[config.mk]
export PLATFORM = sky130hd
export DESIGN_NAME = rtcis_slave_port
export DESIGN_NICKNAME = d
export VERILOG_FILES = /design/src/rtcis_pkg.sv /design/src/rtcis_slave_port.sv /design/src/rtcis_timeout.sv
export VERILOG_INCLUDE_DIRS = /design/src /design/src/src
export SDC_FILE = /design/constraint.sdc
export NUM_CORES = 1
export LEC_CHECK = 0
export BUFFER_PORTS_ARGS = -buffer_cell sky130_fd_sc_hd__buf_2
export CORE_MARGIN = 4
export CORE_UTILIZATION = 55
export CTS_CLUSTER_DIAMETER = 30
export DETAILED_ROUTE_END_ITERATION = 8
export GPL_ROUTABILITY_DRIVEN = 0
export PLACE_DENSITY = 0.79
export SLEW_MARGIN = 20
export SYNTH_ARGS = -nofsm -noshare
export SYNTH_HDL_FRONTEND = slang
export SYNTH_SLANG_ARGS = --single-unit
[constraint.sdc]
create_clock -name clk -period 2.5 [get_ports clk]
set_input_delay 0.25 -clock clk [delete_from_list [all_inputs] [get_ports clk]]
set_output_delay 0.25 -clock clk [all_outputs]
set_load 0.05 [all_outputs]
[src/rtcis_defs.svh]
// Purpose: constants of the two-wire slave port of the clock module
// Assumes: included by bare name from design files
// Notes:   numbers only, no logic
`ifndef RTCIS_DEFS_SVH
`define RTCIS_DEFS_SVH

// fixed upper six bits of the slave address: 1010 then 00
`define RTCIS_ADDR_FIXED   6'h28
// bits per byte, compared against the bit counter
`define RTCIS_BITS_BYTE    4'h8
// last bit index while shifting a byte out
`define RTCIS_BIT_LAST     4'h7
// register whose write acknowledge is never timed out
`define RTCIS_HOLD_REG     4'h0
// pointer step during auto-increment
`define RTCIS_PTR_STEP     4'h1
// bus timeout: time in milliseconds and oscillator rate in hertz
`define RTCIS_TIMEOUT_MS   1000
`define RTCIS_OSC_HZ       32768
`define RTCIS_TIMEOUT_TICKS ((`RTCIS_OSC_HZ * `RTCIS_TIMEOUT_MS) / 1000)
// width of the timeout counter
`define RTCIS_TO_CNT_W     17

`endif

[src/rtcis_pkg.sv]
// Purpose: types shared by the slave port and its timeout counter
// Assumes: counter width matches the header
// Notes:   state of every module is one packed struct, except the port's two-flop reset synchroniser
package rtcis_pkg;

  // protocol states, one-hot
  typedef enum logic [8:0] {
    ST_IDLE      = 9'h001,
    ST_ADDR      = 9'h002,
    ST_ADDR_ACK  = 9'h004,
    ST_REG       = 9'h008,
    ST_REG_ACK   = 9'h010,
    ST_WDATA     = 9'h020,
    ST_WDATA_ACK = 9'h040,
    ST_RDATA     = 9'h080,
    ST_RACK      = 9'h100
  } rtcis_state_t;

  // user-side access bundle
  typedef struct packed {
    logic       wrStrobe;
    logic       rdStrobe;
    logic [3:0] addr;
    logic [7:0] wrData;
  } rtcis_user_t;

  // complete state of the protocol engine
  typedef struct packed {
    logic         sclMeta;
    logic         sclS;
    logic         sclPrev;
    logic         sdaMeta;
    logic         sdaS;
    logic         sdaPrev;
    logic         selMeta;
    logic         selS;
    logic         haltMeta;
    logic         haltS;
    rtcis_state_t st;
    logic [3:0]   cnt;
    logic [7:0]   shift;
    logic [3:0]   ptr;
    logic         rw;
    logic         ackd;
    logic         busy;
    logic         sdaDrive;
    rtcis_user_t  user;
  } rtcis_port_t;

  // state of the timeout counter
  typedef struct packed {
    logic        oscMeta;
    logic        oscS;
    logic        oscPrev;
    logic [16:0] count;
  } rtcis_to_t;

endpackage

[src/rtcis_slave_port.sv]
// Purpose: two-wire slave port reaching a 16-byte register space
// Assumes: clk at 10 MHz, far faster than the serial clock
// Notes:   scl, sda, select, halt and oscillator pins are synchronised
`timescale 1ns/1ps
`include "rtcis_defs.svh"

module rtcis_slave_port import rtcis_pkg::*; #(
  parameter int TIMEOUT_TICKS = `RTCIS_TIMEOUT_TICKS
) (
  input  wire logic        clk,
  input  wire logic        reset_n,
  input  wire logic        sclIn,
  input  wire logic        sdaIn,
  output logic             sdaOut,
  output logic             sdaOeN,
  input  wire logic        addrSelectPin,
  input  wire logic        clockHalt,
  input  wire logic        oscIn,
  output logic [3:0]       readAddr,
  input  wire logic [7:0]  readData,
  output rtcis_user_t      userAccess
);

  logic [1:0]  rstSync;
  logic        rstN;
  rtcis_port_t c_reg;
  rtcis_port_t c_next;
  logic        sclRise;
  logic        sclFall;
  logic        startSeen;
  logic        stopSeen;
  logic        toClear;
  logic        toHold;
  logic        toExpired;

  // pointer step with wrap; used on every write and read byte
  function automatic logic [3:0] ptrNext(input logic [3:0] p);
    ptrNext = p + `RTCIS_PTR_STEP;
  endfunction

  // reset release through two flops
  always_ff @(posedge clk or negedge reset_n) begin
    if (!reset_n) begin
      rstSync <= 2'h0;
    end else begin
      rstSync <= {rstSync[0], 1'b1};
    end
  end
  assign rstN = rstSync[1];

  // bus events, taken from the synchronised copies only
  assign sclRise   = c_reg.sclS && !c_reg.sclPrev;
  assign sclFall   = !c_reg.sclS && c_reg.sclPrev;
  assign startSeen = c_reg.sclS && c_reg.sclPrev && !c_reg.sdaS && c_reg.sdaPrev;
  assign stopSeen  = c_reg.sclS && c_reg.sclPrev && c_reg.sdaS && !c_reg.sdaPrev;

  // timeout window: fresh start, stop or expiry restart the count
  assign toClear = stopSeen || (startSeen && !c_reg.busy) || toExpired;
  assign toHold  = c_reg.haltS
                || (c_reg.st == ST_WDATA_ACK && c_reg.user.addr == `RTCIS_HOLD_REG);

  rtcis_timeout #(
    .TIMEOUT_TICKS (TIMEOUT_TICKS)
  ) u_timeout (
    .clk     (clk),
    .rstN    (rstN),
    .oscIn   (oscIn),
    .busy    (c_reg.busy),
    .clear   (toClear),
    .hold    (toHold),
    .expired (toExpired)
  );

  // protocol engine
  always_comb begin
    c_next               = c_reg;
    c_next.user.wrStrobe = 1'b0;
    c_next.user.rdStrobe = 1'b0;
    c_next.sclMeta       = sclIn;
    c_next.sclS          = c_reg.sclMeta;
    c_next.sclPrev       = c_reg.sclS;
    c_next.sdaMeta       = sdaIn;
    c_next.sdaS          = c_reg.sdaMeta;
    c_next.sdaPrev       = c_reg.sdaS;
    c_next.selMeta       = addrSelectPin;
    c_next.selS          = c_reg.selMeta;
    c_next.haltMeta      = clockHalt;
    c_next.haltS         = c_reg.haltMeta;
    if (toExpired) begin
      // drop the transfer; line released, so reads see ones until a new start
      c_next.st       = ST_IDLE;
      c_next.sdaDrive = 1'b0;
      c_next.busy     = 1'b0;
    end else if (startSeen) begin
      // start or repeated start; busy stays set across a repeat
      c_next.st       = ST_ADDR;
      c_next.cnt      = 4'h0;
      c_next.sdaDrive = 1'b0;
      c_next.busy     = 1'b1;
    end else if (stopSeen) begin
      // stop ends a held acknowledge, as do a start and the next falling clock
      c_next.st       = ST_IDLE;
      c_next.sdaDrive = 1'b0;
      c_next.busy     = 1'b0;
    end else if (sclRise) begin
      // receivers sample while clock is high
      if ((c_reg.st == ST_ADDR || c_reg.st == ST_REG || c_reg.st == ST_WDATA)
          && c_reg.cnt != `RTCIS_BITS_BYTE) begin
        c_next.shift = {c_reg.shift[6:0], c_reg.sdaS};
        c_next.cnt   = c_reg.cnt + 4'h1;
      end else if (c_reg.st == ST_RACK) begin
        c_next.ackd = !c_reg.sdaS;
      end
    end else if (sclFall) begin
      // drive changes other than the releases on expiry, start and stop happen just after a falling clock
      unique case (c_reg.st)
        ST_IDLE: begin
          c_next.st = ST_IDLE;
        end
        ST_ADDR: begin
          if (c_reg.cnt == `RTCIS_BITS_BYTE) begin
            if (c_reg.shift[7:1] == {`RTCIS_ADDR_FIXED, c_reg.selS}) begin
              c_next.rw       = c_reg.shift[0];
              c_next.st       = ST_ADDR_ACK;
              c_next.sdaDrive = 1'b1;
            end else begin
              c_next.st   = ST_IDLE;
              c_next.busy = 1'b0;
            end
          end
        end
        ST_REG: begin
          if (c_reg.cnt == `RTCIS_BITS_BYTE) begin
            c_next.ptr      = c_reg.shift[3:0]; // upper nibble ignored, 16 registers
            c_next.st       = ST_REG_ACK;
            c_next.sdaDrive = 1'b1;
          end
        end
        ST_WDATA: begin
          if (c_reg.cnt == `RTCIS_BITS_BYTE) begin
            c_next.user.addr     = c_reg.ptr;
            c_next.user.wrData   = c_reg.shift;
            c_next.user.wrStrobe = 1'b1;
            c_next.ptr           = ptrNext(c_reg.ptr);
            c_next.st            = ST_WDATA_ACK;
            c_next.sdaDrive      = 1'b1;
          end
        end
        ST_ADDR_ACK: begin
          c_next.cnt = 4'h0;
          if (c_reg.rw) begin
            // current pointer already sits one past the last access
            c_next.shift         = readData;
            c_next.user.addr     = c_reg.ptr;
            c_next.user.rdStrobe = 1'b1;
            c_next.ptr           = ptrNext(c_reg.ptr);
            c_next.sdaDrive      = !readData[7];
            c_next.st            = ST_RDATA;
          end else begin
            c_next.sdaDrive = 1'b0;
            c_next.st       = ST_REG;
          end
        end
        ST_REG_ACK, ST_WDATA_ACK: begin
          // ninth falling clock ends a held acknowledge too
          c_next.cnt      = 4'h0;
          c_next.sdaDrive = 1'b0;
          c_next.st       = ST_WDATA;
        end
        ST_RDATA: begin
          c_next.shift = {c_reg.shift[6:0], 1'b1};
          c_next.cnt   = c_reg.cnt + 4'h1;
          if (c_reg.cnt == `RTCIS_BIT_LAST) begin
            c_next.sdaDrive = 1'b0;
            c_next.ackd     = 1'b0;
            c_next.st       = ST_RACK;
          end else begin
            c_next.sdaDrive = !c_reg.shift[6];
          end
        end
        ST_RACK: begin
          c_next.cnt = 4'h0;
          if (c_reg.ackd) begin
            c_next.shift         = readData;
            c_next.user.addr     = c_reg.ptr;
            c_next.user.rdStrobe = 1'b1;
            c_next.ptr           = ptrNext(c_reg.ptr);
            c_next.sdaDrive      = !readData[7];
            c_next.st            = ST_RDATA;
          end else begin
            c_next.sdaDrive = 1'b0;
            c_next.st       = ST_IDLE;
          end
        end
        default: begin
          c_next.st       = ST_IDLE;
          c_next.sdaDrive = 1'b0;
        end
      endcase
    end
  end

  // idle lines read high, so the scl and sda sync flops reset high
  always_ff @(posedge clk or negedge rstN) begin
    if (!rstN) begin
      c_reg          <= '0;
      c_reg.sclMeta  <= 1'b1;
      c_reg.sclS     <= 1'b1;
      c_reg.sclPrev  <= 1'b1;
      c_reg.sdaMeta  <= 1'b1;
      c_reg.sdaS     <= 1'b1;
      c_reg.sdaPrev  <= 1'b1;
      c_reg.st       <= ST_IDLE;
    end else begin
      c_reg <= c_next;
    end
  end

  // open drain: output level fixed low, enable low while pulling
  assign sdaOut     = 1'b0;
  assign sdaOeN     = !c_reg.sdaDrive;
  assign readAddr   = c_reg.ptr;
  assign userAccess = c_reg.user;
endmodule

[src/rtcis_timeout.sv]
// Purpose: one-second bus timeout timed by the 32.768 kHz oscillator
// Assumes: clear pulses come from the port on the same clock
// Notes:   oscillator input is a pin, synchronised before use
`timescale 1ns/1ps
`include "rtcis_defs.svh"

module rtcis_timeout import rtcis_pkg::*; #(
  parameter int TIMEOUT_TICKS = `RTCIS_TIMEOUT_TICKS
) (
  input  wire logic clk,
  input  wire logic rstN,
  input  wire logic oscIn,
  input  wire logic busy,
  input  wire logic clear,
  input  wire logic hold,
  output logic      expired
);

  rtcis_to_t cur_reg;
  rtcis_to_t cur_next;

  localparam logic [16:0] TICKS = 17'(TIMEOUT_TICKS);

  // count oscillator rising edges while a transaction is open
  always_comb begin
    cur_next         = cur_reg;
    cur_next.oscMeta = oscIn;
    cur_next.oscS    = cur_reg.oscMeta;
    cur_next.oscPrev = cur_reg.oscS;
    if (clear) begin
      cur_next.count = 17'h00000;
    end else if (busy && cur_reg.oscS && !cur_reg.oscPrev && cur_reg.count != TICKS) begin
      cur_next.count = cur_reg.count + 17'h00001; // saturates, so a held ack never wraps
    end
  end

  always_ff @(posedge clk or negedge rstN) begin
    if (!rstN) begin
      cur_reg <= '0;
    end else begin
      cur_reg <= cur_next;
    end
  end

  // hold masks firing but not counting; release after a long hold fires at once
  assign expired = busy && (cur_reg.count == TICKS) && !hold;

endmodule

=== After elaboration in Yosys (flattened, before gate mapping) ===
Index checks and enable logic that the tools add are counted.

* Reductions and logical operators: 55
* Bitwise logic cells: 4
* Multiplexer cells: 90
* Eq/ne operators: 35
* Add/sub/neg operators: 3

{| class="wikitable"
|+ Operator list
! operator !! number
|-
| 12-bit two-way mux || 21
|-
| 5-bit two-way mux || 13
|-
| 9-bit two-way mux || 7
|-
| 9-bit one-hot mux with 7 select lines || 1
|-
| 43-bit two-way mux || 1
|-
| 14-bit two-way mux || 3
|-
| 17-bit two-way mux || 2
|-
| 8-bit two-way mux || 3
|-
| 8-bit one-hot mux with 3 select lines || 1
|-
| 8-bit AND reduction || 3
|-
| 4-bit nonzero test || 6
|-
| 2-bit two-way mux || 11
|-
| 5-bit by 4-bit inequality test with 1-bit output, second input constant || 4
|-
| 18-bit two-way mux || 1
|-
| 17-bit by 1-bit adder with 17-bit output, second input constant || 1
|-
| 17-bit by 16-bit equality test with 1-bit output, second input constant || 1
|-
| 17-bit by 16-bit inequality test with 1-bit output, second input constant || 1
|-
| 1-bit two-way mux || 16
|-
| 16-bit two-way mux || 1
|-
| 4-bit one-hot mux with 4 select lines || 1
|-
| 1-bit logical AND || 15
|-
| 7-bit inequality test, second input constant || 2
|-
| 7-bit AND reduction || 2
|-
| 13-bit two-way mux || 1
|-
| 39 further kinds || 69
|}

* Bits in registers: 75
* Input port bits: 15
* Output and inout bits: 20

=== Longest topological paths before layout ===
Gate-level depths: netlist (run 1).

* Depth in word-level cells: 14
* Depth in mapped cells: 9
* Mapped depth without buffers: 8

=== By module ===
Synthesis (run 1) repeated with hierarchy kept, for this count alone.

* Cell total of the unflattened synthesis: 434
* Area, all modules: 4,388.0 um2

{| class="wikitable"
|+ By module, submodules not included
! module !! cells each !! instances !! area each (um2)
|-
| rtcis_slave_port || 326 || 1 || 3,283.1
|-
| rtcis_timeout || 108 || 1 || 1,104.8
|}

=== Least setup slack after synthesis (run 1) ===
Ideal clock, no wire load.

* Kind: register to register
* Start point: register u_timeout.cur_reg[0] (netlist name)
* End point: register c_reg (netlist bit userAccess[0])
* Clock period less this slack: 2.437 ns
* Data required time: 2.375 ns
* Setup slack: 0.063 ns
* Setup time: 0.125 ns
* Stages on the path, launching flop included: 8
* Buffers on the path: 0
* Arrival: 2.312 ns
* Cells stage by stage: dfrtp_1 > inv_1 > ha_1 > nor4b_1 > nand4_1 > o31ai_1 > nand4b_1 > mux2_2

* Word-level cells in the longest chain between the ends: 5
* Elaborated cells on any way between the ends: 6
* Those cells by class: 2 x eq/ne; 1 x bitwise; 3 x reduce/logical

{| class="wikitable"
|+ Ends and longest elaborated chain
! element !! line !! text
|-
| start, declared || rtcis_timeout.sv:19 || <nowiki>rtcis_to_t cur_reg;</nowiki>
|-
| start signal, assigned || rtcis_timeout.sv:41 || <nowiki>cur_reg <= cur_next;</nowiki>
|-
| 17-bit by 16-bit equality test with 1-bit output (*) || rtcis_timeout.sv:46 || <nowiki>assign expired = busy && (cur_reg.count == TICKS) && !hold;</nowiki>
|-
| 1-bit logical AND (*) (2 in a row) || rtcis_timeout.sv:46 ||
|-
| 7-bit by 6-bit inequality test with 1-bit output (no source line) or 1-bit inverter (tied branches) || n/a ||
|-
| 7-bit AND reduction (no source line) (*) || n/a ||
|-
| end signal, assigned || rtcis_slave_port.sv:215 || <nowiki>c_reg <= c_next;</nowiki>
|-
| end, declared || rtcis_slave_port.sv:26 || <nowiki>rtcis_port_t c_reg;</nowiki>
|}

Mark *: on every way between the ends. The rest lies on a longest branch, timed or not.
A chain may end at the register's enable or synchronous reset.

=== Worst setup path in the final report (run 1) ===
* Start point: register c_reg[42] (netlist name)
* End point: register c_reg[26] (netlist name)

* Word-level cells in the longest chain between the ends: 7
* Elaborated cells on any way between the ends: 23
* Those cells by class: 10 x eq/ne; 3 x mux; 1 x bitwise; 9 x reduce/logical

{| class="wikitable"
|+ Ends and longest elaborated chain
! element !! line !! text
|-
| 9-bit by 7-bit equality test with 1-bit output || rtcis_slave_port.sv:60 || <nowiki>|| (c_reg.st == ST_WDATA_ACK && c_reg.user.addr == `RTCIS_HOLD_REG);</nowiki>
|-
| 1-bit logical AND (no source line) || n/a ||
|-
| 1-bit logical OR || rtcis_slave_port.sv:59 || <nowiki>assign toHold = c_reg.haltS</nowiki>
|-
| 1-bit zero test || rtcis_timeout.sv:46 ||
|-
| 1-bit logical AND || rtcis_timeout.sv:46 ||
|-
| 6-bit inequality test (no source line) or 1-bit inverter (tied branches) || n/a ||
|-
| 8-bit AND reduction (no source line) || n/a ||
|}

Parallel ways exist; a longest one is shown, timed or not. The select of a mux whose other input is x is not followed.

==> results.py, run 1 <==
metrics = {
    "yosys": {
        "synth_cell_types": 59,
        "synth_area_per_cell_um2": 9.703,
        "synth_edf_count": 0,
        "synth-seq-area-share_pct": 45.72,
        "synth_fp_nets": 448,
        "synth_ff_type": "dfrtp_1",
        "syn_inst": 425,
        "async_flop_share_pct": 100.0,
        "syn_area_mm2": 0.004124,
        "ys_seq_elements": 75,
        "yosys_warnings": 0,
    },
    "clock_network": {
        "cts_sinks": 75,
        "htreeDepth": 3,
        "clk_path_buf_depth": 2,
        "cts_root_buf": "clkbuf_8",
        "clk_latency_ns": 0.37,
        "cts_tree": "yes",
        "cts_buffers": 9,
        "cts.clk_slew.worst_paths_ns": 0.09,
    },
    "route": {
        "drtIter0Drc": 354,
        "post-route-drc-count": 0,
        "drtAntennaViolNets": 0,
        "drt-pass1-iter-count": 6,
        "vias_per_cell": 6.056,
        "wl_per_cell_um": 18.07,
        "dr_total_vias": 3476,
        "wl_um": 10370,
    },
    "pwr": {
        "clkPwrFrac_pct": 30.9,
        "pwr-share-seq_pct": 50.4,
        "p_comb_share_pct": 18.7,
        "p_per_area_mw_per_mm2": 607.3,
        "leakage_nw": 2.110,
        "p_switching_mw": 0.9711,
        "internal_power_mw": 1.922,
        "power_switching_share_pct": 33.57,
        "peakVddDrop_uv": 459.4,
    },
    "grt": {
        "globalRouteTotalUtil_pct": 24.32,
        "grt_antenna_before_repair": 0,
        "grt_pass1_vias": 3549,
        "grt_max_degree": 43,
        "grt_pass1_wl_um": 16910,
        "grt.overflow.total": 0,
    },
    "floorplan": {
        "core_mm2": 0.007253,
        "num_rows": 31,
        "die_x_um": 94.59,
        "pin_count": 35,
        "die_y_um": 94.59,
        "dieArea_mm2": 0.008947,
        "initial_core_util_pct": 56.86,
    },
    "timing": {
        "tightest_slew_ns": 0.5707,
        "setup_ws_ns": -0.06698,
        "fin_crit_ns": 2.567,
        "final_max_slew_viol_count": 0,
        "relSlewSlack_pct": 61.86,
        "skew_ns": 0.009730,
        "finalHoldViolCount": 0,
        "setup_violations": 9,
        "rsz0062_at_grt": "yes",
        "max_freq_mhz": 389.6,
        "finalCritPeriodShare_pct": 102.7,
    },
    "job": {
        "cap_violations": 0,
    },
    "layout": {
        "fillers": 575,
        "largest_reg_flops": 29,
        "diodes": 0,
        "drive_gt1_share_pct": 28.21,
        "final_nets": 493,
        "area_delta_synth_final_pct": 15.50,
        "fin_area_mm2": 0.004763,
    },
    "setup_path": {
        "regToRegEndpoint": "c_reg[26]",
        "arrival_ns": 2.82,
        "criticalPathCategory": "reg -> reg",
        "crit_fanout": 8,
        "r2r_cells": 6,
        "crit_path_end_kind": "flop",
        "slowest_delay_ns": 0.54,
        "slowest_stage": "a2111o_2",
        "rrSetupSlack_ns": -0.07,
        "crit_required_ns": 2.75,
        "rr_startpoint": "c_reg[42]",
        "path_cells": "xor2_1, o211ai_1, o31ai_1, o21ai_0, a2111o_2, mux2_1",
        "setup.worst_path.start_class": "flop",
    },
    "run_status": {
        "status": "complete, but fails checks",
        "violations": "negative setup slack",
    },
    "placement": {
        "portBuffers": 33,
        "place_ws_ns": -0.04535,
        "hpwl_um": 6997,
        "placed_cell_area_mm2": 0.004425,
    },
    "min_path": {
        "hp-class": "in -> async",
    },
}
[per-stage QoR]
step	power, mW	hold WS, ns	utilization, %	setup TNS (ns)	std cells
after CTS	2.876	0.1764	64.50	0	572
after global placement	1.956	0.03389	61.01	0	550
after detailed placement	1.983	0.03976	61.01	-0.3025	550
after global routing	3.042	0.2106	65.67	-1.092	574
final	2.893	0.1858	65.67	-0.3474	574
after floorplan	1.846	-0.04559	-	0	425
[metal layers]
metal | global-route usage (%) | wire, µm
met5 | 0 | 0
met4 | 10.94 | 410
met3 | 6.056 | 898
met2 | 38.95 | 4898
met1 | 31.23 | 4166
[cell families (layout without fill, tap and decap cells)]
family | count (synthesis) | in the layout | synth area share (%)
other cells | 2 | 2 | 0.1821
flops | 75 | 75 | 45.72
compound gates | 78 | 78 | 11.98
xor+xnor | 16 | 16 | 3.398
simple gates | 163 | 163 | 21.75
mux | 25 | 25 | 6.766
fa+ha+maj | 8 | 8 | 2.427
buf+inv | 58 | 108 | 7.767
[cell type report]
| type | count | area, µm² | share of cell area [%] |
|---|---|---|---|
| Sequential cell | 75 | 1889 | 39.66 |
| Clock buffer | 9 | 123.9 | 2.600 |
| Inverter | 17 | 63.81 | 1.340 |
| Clock inverter | 7 | 57.56 | 1.208 |
| Tap cell | 99 | 123.9 | 2.600 |
| Timing Repair Buffer | 75 | 508.0 | 10.66 |
| Multi-Input combinational cell | 292 | 1997 | 41.92 |
[worst max path at each step]
stage	start	endpoint	slack, ns	cells after the start
4_1_cts	c_reg[37]	c_reg[26]	0.00002	6
6_report	c_reg[42]	c_reg[26]	-0.07	6
3_3_place_gp	c_reg[37]	userAccess[11]	0.02	6
2_1_floorplan	u_timeout.cur_reg[0]	userAccess[0]	0.06	7
3_5_place_dp	c_reg[37]	c_reg[26]	-0.05	6
5_1_grt	c_reg[38]	c_reg[33]	-0.09	6
[critical path: cells and delay by family (launching register included)]
kind / cells / cell delay (ns)
AO/OA/AOI/OAI: 4 / 1.17
flip-flops: 1 / 0.53
XOR/XNOR: 1 / 0.39
multiplexers: 1 / 0.35
[cell usage after synthesis (4+ instances only)]
library cell,instances,area [µm²]
dfrtp_1,68,1702
nand2_1,37,138.9
nor2_1,32,120.1
o21ai_0,25,125.1
a21oi_1,23,115.1
buf_4,20,150.1
mux2_2,18,202.7
inv_1,17,63.81
clkbuf_1,14,52.55
nand3_1,14,70.07
nor3_1,11,55.05
or3_1,10,62.56
nor4_1,9,56.30
xnor2_1,9,78.83
ha_1,8,100.1
dfstp_2,7,183.9
nor2b_1,7,43.79
xor2_1,7,61.31
nand4_1,6,37.54
mux2_1,5,56.30
nand2b_1,5,31.28
and3_1,4,25.02
buf_2,4,20.02
nor4b_1,4,35.03
o31ai_1,4,30.03
[power by group through the flow]
stage	clock network, mW	logic, mW	registers (mW)
3_3_place_gp	0	0.489	1.47
6_report	0.893	0.542	1.46
2_1_floorplan	0	0.400	1.45
5_1_grt	0.960	0.602	1.48
4_1_cts	0.901	0.522	1.45
3_5_place_dp	0	0.510	1.47
[repair_timing]
| item | CTS | global route |
|---|---|---|
| setup endpoints to repair | 14 | 18 |
| pin swaps | 1 | 5 |
| hold buffers | 6 | 0 |
| resized for setup | 2 | 16 |
| buffers inserted | 0 | 2 |
| endpoints found under the hold margin | 7 | 0 |
[layout by cell type (no fill, tap or decap), drive strengths merged, types with 3 or more instances in the layout]
master,n
a211oi,3
a21oi,23
and3,4
and4,3
buf,69
clkbuf,9
dfrtp,68
dfstp,7
dlygate4sd3,6
ha,8
inv,21
mux2,23
nand2,37
nand2b,5
nand3,14
nand3b,3
nand4,6
nor2,32
nor2b,7
nor3,13
nor4,11
nor4b,5
o21ai,26
o311ai,3
o31ai,4
or3,11
or4,5
xnor2,9
xor2,7
No activity file was read; power rests on OpenSTA's default activity.
==> run 2: changes to the inputs <==
- ABC_AREA: unset -> 0
- SYNTH_HIERARCHICAL: unset -> 1
==> run 2 against run 1 <==
  * The flow still finishes with violations (negative setup slack)
  * Sequential share of layout area down 4.0 points
  * Maximum frequency rose by 1.2%
  * Synthesized area rose by 6.4%
  * Register-to-register slack improved by 0.03 ns
  * Critical endpoint unchanged
  * Largest power group unchanged
==> results.py, run 2 <==
metrics = {
    "run_status": {
        "status": "complete, but fails checks",
        "violations": "negative setup slack",
    },
    "yosys": {
        "synth_cell_types": 75,
        "synth_top_area_cell": "dfrtp_1",
        "synth-seq-area-share_pct": 42.97,
        "synth_top_cells_by_area": "dfrtp_1, mux2_2, dfstp_2",
        "synth_edf_count": 0,
        "synth_area_per_cell_um2": 10.11,
        "syn_area_mm2": 0.004388,
        "yosys-top-cells-count": "dfrtp_1, nor2_1, nand2_1",
        "syn_inst": 434,
        "ys_seq_elements": 75,
        "synth_fp_nets": 457,
        "yosysMostFrequentCell": "dfrtp_1",
        "synth_ff_type": "dfrtp_1",
        "yosys_warnings": 6,
        "synth_top_area_share_pct": 38.78,
        "async_flop_share_pct": 100.0,
    },
    "setup_path": {
        "setup.worst_path.start_class": "flop",
        "rrSetupSlack_ns": -0.04,
        "critPathTopFamily": "simple AND/OR/NAND/NOR gates",
        "crit_fanout": 8,
        "regToRegEndpoint": "c_reg[26]",
        "slowest_stage": "or4_4",
        "critPathBufInv": 3,
        "rr_startpoint": "c_reg[39]",
        "criticalPathCategory": "reg -> reg",
        "crit_required_ns": 2.74,
        "arrival_ns": 2.78,
        "crit_path_end_kind": "flop",
        "cpMostUsedCell": "buf_4",
        "path_cells": "buf_4, or4_4, nor4_4, buf_4, o211ai_2, a21oi_4, buf_12, mux2_2",
        "r2r_cells": 8,
        "slowest_delay_ns": 0.60,
    },
    "timing": {
        "skew_ns": 0.01647,
        "max_freq_mhz": 394.1,
        "rsz0062_at_grt": "yes",
        "final_max_slew_viol_count": 0,
        "setup_violations": 4,
        "finalHoldViolCount": 0,
        "tightest_slew_ns": 0.5312,
        "finalCritPeriodShare_pct": 101.5,
        "relSlewSlack_pct": 63.67,
        "fin_setup_tns_ns": -0.1194,
        "setup_ws_ns": -0.03753,
        "hold_ws_ns": 0.1526,
        "fin_crit_ns": 2.538,
    },
    "job": {
        "cap_violations": 0,
    },
    "route": {
        "drtAntennaViolNets": 0,
        "met2_length_um": 5052,
        "wl_um": 10490,
        "drtIter0Drc": 285,
        "met1_length_um": 4441,
        "dr_total_vias": 3705,
        "topRoutingLayerUsed": "met4",
        "wl_per_cell_um": 17.02,
        "route.met3.wl_um": 642,
        "post-route-drc-count": 0,
        "vias_per_cell": 6.015,
        "drt-pass1-iter-count": 5,
    },
    "clock_network": {
        "cts_root_buf": "clkbuf_8",
        "cts_tree": "yes",
        "clk_latency_ns": 0.36,
        "cts_buffers": 9,
        "cts_sinks": 75,
        "cts.clk_slew.worst_paths_ns": 0.09,
        "clk_path_buf_depth": 2,
        "htreeDepth": 3,
    },
    "pwr": {
        "power_mw": 3.030,
        "peakVddDrop_uv": 319.4,
        "p_comb_share_pct": 20.7,
        "internal_power_mw": 2.083,
        "p_per_area_mw_per_mm2": 572.4,
        "leakage_nw": 2.514,
        "clkPwrFrac_pct": 32.9,
        "p_switching_mw": 0.9472,
        "power_switching_share_pct": 31.26,
        "pwr-share-seq_pct": 46.4,
    },
    "layout": {
        "area_delta_synth_final_pct": 20.64,
        "fillers": 576,
        "final_common_cell": "dfrtp_1",
        "final_cell_mix": "dfrtp_1, buf_4, buf_2, nor2_1, nand2_1",
        "drive_gt1_share_pct": 33.85,
        "fin_util_pct": 68.51,
        "largest_reg_flops": 29,
        "diodes": 0,
        "final_nets": 532,
    },
    "floorplan": {
        "num_rows": 32,
        "core_mm2": 0.007727,
        "initial_core_util_pct": 56.78,
        "die_x_um": 97.32,
        "dieArea_mm2": 0.009471,
        "die_y_um": 97.32,
        "pin_count": 35,
    },
    "grt": {
        "globalRouteTotalUtil_pct": 22.15,
        "grt_max_degree": 38,
        "grt_pass1_vias": 3699,
        "grt.overflow.total": 0,
        "grt_antenna_before_repair": 0,
        "grt_pass1_wl_um": 17310,
    },
    "placement": {
        "portBuffers": 33,
        "hpwl_um": 7399,
    },
    "min_path": {
        "hp-class": "reg -> async",
    },
}
run 2: cell families after synthesis:
kind of cell	count (synthesis)	synth area share, %
DFF	75	42.97
adders and majority gates	8	2.281
AOI/OAI and AO/OA	93	15.11
buffers and inverters	53	6.644
other	2	0.1712
xor gates and xnor gates	13	2.595
muxes	34	8.583
and+or+nand+nor	156	21.64
run 2: timing repair:
item	CTS	global route
hold buffers	6	0
buffers inserted	0	5
endpoints found under the hold margin	7	0
resized for setup	3	17
setup endpoints to repair	14	46
pin swaps	1	5
run 2: power groups by stage:
stage / Combinational (mW) / Clock (mW) / Sequential, mW
after floorplan: 0.353 / 0 / 1.45
after global placement: 0.555 / 0 / 1.42
after detailed placement: 0.579 / 0 / 1.43
after CTS: 0.592 / 1.01 / 1.40
after global routing: 0.682 / 1.07 / 1.42
final: 0.627 / 0.997 / 1.41
run 2: area by class of cell:
class	count	area (µm²)	share of cell area, %
timing repair buffer	99	700.7	13.24
clock buffer	11	141.4	2.671
multi-input combinational	306	2302	43.49
inverter	18	67.56	1.276
tap	102	127.6	2.411
clock inverter	5	67.56	1.276
sequential	75	1887	35.64
run 2: worst register-to-register path, cell delays in order, from the launching register on:
cell,delay (ns)
dfrtp_1,0.38
buf_4,0.14
or4_4,0.60
nor4_4,0.39
buf_4,0.19
o211ai_2,0.09
a21oi_4,0.16
buf_12,0.14
mux2_2,0.33
run 2: worst max path at each step:
stage	cells after the start	slack [ns]	start	endpoint
2_1_floorplan	9	0.01	c_reg[42]	c_reg[33]
3_3_place_gp	8	0.003	c_reg[39]	c_reg[41]
3_5_place_dp	10	-0.09	u_timeout/cur_reg[0]	c_reg[25]
4_1_cts	8	-0.01	c_reg[39]	c_reg[33]
5_1_grt	11	-0.06	u_timeout/cur_reg[0]	c_reg[22]
6_report	8	-0.04	c_reg[39]	c_reg[26]
run 2: through the flow:
step                worst slack (ns)  area (µm²)  instances
floorplan                    0.01101        4388        434
global placement            0.003197        4883        589
detailed placement          -0.09471        4883        589
CTS                         -0.01297        5161        611
global route                -0.05986        5294        616
finish                      -0.03753        5294        616
run 2: routing by layer:
layer / global-route usage (%) / up-vias
li1: - / 1719
met1: 28.75 / 1797
met2: 36.25 / 145
met3: 4.020 / 44
met4: 9.904 / 0
met5: 0 / -
==> run 3: changes to the inputs <==
- ABC_AREA: 0 -> 1
==> run 3 against run 2 <==
  * First-iteration DRC count is 35% lower
  * Critical path depth is 6 higher
  * Non-clock buffer count is 52 lower
  * The flow now finishes without violations
  * Synthesized cell count is 39% higher
  * Sequential share of layout area is 3.2 points higher
  * Sequential power is 15% higher
  * Highest routed layer unchanged
  * Largest power group unchanged
  * Clock-buffer cell count stayed put
  * Clock power is 19% lower
  * Register-to-register slack better by 0.20 ns
  * Power is 22% higher
==> results.py, run 3 <==
metrics = {
    "floorplan": {
        "initial_core_util_pct": 57.08,
        "dieArea_mm2": 0.009607,
        "die_x_um": 98.02,
        "die_y_um": 98.02,
        "num_rows": 32,
        "core_mm2": 0.007807,
        "pin_count": 35,
    },
    "route": {
        "wl_um": 9490,
        "drtIter0Drc": 185,
        "route.met3.wl_um": 407,
        "vias_per_cell": 5.263,
        "topRoutingLayerUsed": "met4",
        "dr_total_vias": 3900,
        "drt-pass1-iter-count": 5,
        "wl_per_cell_um": 12.81,
        "post-route-drc-count": 0,
        "met1_length_um": 4125,
        "met2_length_um": 4773,
        "drtAntennaViolNets": 0,
    },
    "timing": {
        "rsz0062_at_grt": "yes",
        "finalHoldViolCount": 0,
        "fin_crit_ns": 2.334,
        "max_freq_mhz": 428.5,
        "setup_violations": 0,
        "relSlewSlack_pct": 64.93,
        "setup_ws_ns": 0.1663,
        "finalCritPeriodShare_pct": 93.35,
        "tightest_slew_ns": 0.5205,
        "final_max_slew_viol_count": 0,
        "skew_ns": 0.008223,
    },
    "setup_path": {
        "r2r_cells": 14,
        "rr_startpoint": "c_reg[36]",
        "crit_required_ns": 2.74,
        "crit_path_end_kind": "flop",
        "regToRegEndpoint": "readAddr[2]",
        "criticalPathCategory": "reg -> reg",
        "arrival_ns": 2.58,
        "crit_fanout": 6,
        "setup.worst_path.start_class": "flop",
        "rrSetupSlack_ns": 0.17,
    },
    "clock_network": {
        "clk_path_buf_depth": 2,
        "cts_sinks": 75,
        "htreeDepth": 3,
        "cts.clk_slew.worst_paths_ns": 0.08,
        "cts_buffers": 9,
        "clk_latency_ns": 0.34,
        "cts_tree": "yes",
        "cts_root_buf": "clkbuf_8",
    },
    "placement": {
        "dp.cells": 719,
        "hpwl_um": 7275,
        "placed_cell_area_mm2": 0.004611,
        "place_ws_ns": 0.08882,
        "portBuffers": 33,
    },
    "grt": {
        "grt_antenna_before_repair": 0,
        "globalRouteTotalUtil_pct": 20.48,
        "grt_max_degree": 30,
        "grt_pass1_vias": 3728,
        "grt.overflow.total": 0,
        "grt_pass1_wl_um": 16490,
    },
    "yosys": {
        "synth_xor_area_share_pct": 1.572,
        "synth_top_cells_by_area": "dfrtp_1, nand2_1, nor2_1",
        "synth_ff_type": "dfrtp_1",
        "async_flop_share_pct": 100.0,
        "syn_inst": 604,
        "synth_edf_count": 0,
        "synth_top_family_by_area": "simple AND/OR/NAND/NOR gates",
        "synth-seq-area-share_pct": 42.31,
        "synth_mux_area_share_pct": 0,
        "syn_area_mm2": 0.004457,
        "yosysMostFrequentCell": "nand2_1",
        "ys_seq_elements": 75,
        "yosys-top-cells-count": "nand2_1, nor2_1, dfrtp_1",
        "synth-adder-area-share_pct": 2.246,
        "synth_area_per_cell_um2": 7.379,
        "synth_fp_nets": 627,
        "synth_top_area_cell": "dfrtp_1",
        "synthSimpleGateAreaFrac_pct": 31.98,
        "yosys_warnings": 6,
        "synth_compound_area_share_pct": 11.03,
        "synth_top_area_share_pct": 38.18,
        "synth_cell_types": 39,
    },
    "layout": {
        "area_delta_synth_final_pct": 8.899,
        "fin_cells": 741,
        "final_nets": 657,
        "final_cell_mix": "nand2_1, nor2_1, dfrtp_1, inv_1, nand3_1",
        "drive_gt1_share_pct": 18.15,
        "fin_util_pct": 62.16,
        "fillers": 678,
        "largest_reg_flops": 29,
        "final_common_cell": "nand2_1",
        "diodes": 0,
        "fin_area_mm2": 0.004853,
    },
    "min_path": {
        "hp-class": "in -> reg",
        "hp-start": "clockHalt",
        "hold_depth": 1,
        "min_to": "c_next[43]",
    },
    "pwr": {
        "p_switching_mw": 1.490,
        "p_per_area_mw_per_mm2": 760.3,
        "p_comb_share_pct": 34.2,
        "leakage_nw": 2.456,
        "pwr-share-seq_pct": 43.9,
        "internal_power_mw": 2.200,
        "power_switching_share_pct": 40.37,
        "clkPwrFrac_pct": 22.0,
        "peakVddDrop_uv": 349.4,
        "power_mw": 3.690,
    },
    "run_status": {
        "status": "finished clean",
    },
    "job": {
        "cap_violations": 0,
    },
}
==> run 3: cell count changes after synthesis, sizes merged, moves of 13 or more <==
cell	change
nor4	-13
o21ai	+42
nor2	+52
nand3	+33
mux2	-29
inv	+52
nand2	+151
==> run 3: cell type report <==
type / count / area [µm²] / share of cell area, %
Timing Repair Buffer: 47 / 292.8 / 6.032
Multi-Input combinational cell: 429 / 2105 / 43.36
Tap cell: 102 / 127.6 / 2.630
Sequential cell: 75 / 1887 / 38.88
Clock buffer: 11 / 141.4 / 2.913
Clock inverter: 5 / 28.78 / 0.5929
Inverter: 72 / 271.5 / 5.594
==> run 3: stage by stage <==
stage               setup TNS (ns)  hold slack (ns)
finish                           0          0.01137
CTS                              0         0.003160
global placement                 0          0.03453
global route              -0.03824          0.01112
floorplan                        0         -0.04559
detailed placement               0          0.03803
==> run 3: what timing repair did <==
| item | 4_1_cts | 5_1_grt |
|---|---|---|
| resized for setup | 0 | 3 |
| endpoints found under the setup margin | 0 | 35 |
| hold buffers | 4 | 0 |
| hold endpoints to repair | 5 | 0 |
| buffers inserted | 0 | 2 |
==> run 3: critical path, cell delays in order (launching register included) <==
cell and delay (ns):
dfrtp_1 0.42, nor2_2 0.17, nand2_1 0.13, nor2_1 0.14
a31o_2 0.21, nor3_2 0.06, buf_4 0.16, nor3_2 0.31
nand3_1 0.12, nor2_1 0.10, nand2_1 0.14, inv_1 0.12
nand2_1 0.06, nand2_1 0.07, inv_1 0.04
==> run 3: power groups by stage <==
| stage | Clock, mW | Combinational [mW] | Sequential (mW) |
|---|---|---|---|
| floorplan | 0 | 1.06 | 1.60 |
| global placement | 0 | 1.19 | 1.63 |
| detailed placement | 0 | 1.23 | 1.64 |
| CTS | 0.830 | 1.24 | 1.62 |
| global route | 0.880 | 1.41 | 1.65 |
| finish | 0.810 | 1.26 | 1.62 |
==> run 3: per-layer routing <==
layer	global-route usage (%)	up-vias
met4	5.964	0
met2	35.45	105
met3	3.786	21
met5	0	-
li1	-	1964
met1	26.19	1810
==> run 3: logic make-up after synthesis <==
logic type	count (synthesis)
xor+xnor	8
other cells	2
compound gates	83
flops	75
fa+ha+maj	8
buf+inv	100
simple gates	328
==> run 3: how the worst max path moves through the flow <==
| stage | startpoint | endpoint | slack (ns) | depth (start not counted) |
|---|---|---|---|---|
| 2_1_floorplan | c_reg[34] | u_timeout/cur_reg[12] | 0.02 | 13 |
| 3_5_place_dp | u_timeout/cur_reg[0] | c_reg[42] | 0.09 | 15 |
| 5_1_grt | u_timeout/cur_reg[0] | c_reg[42] | -0.01 | 16 |
| 3_3_place_gp | c_reg[34] | c_reg[38] | 0.22 | 12 |
| 4_1_cts | u_timeout/cur_reg[0] | c_reg[42] | 0.06 | 15 |
| 6_report | c_reg[36] | readAddr[2] | 0.17 | 14 |
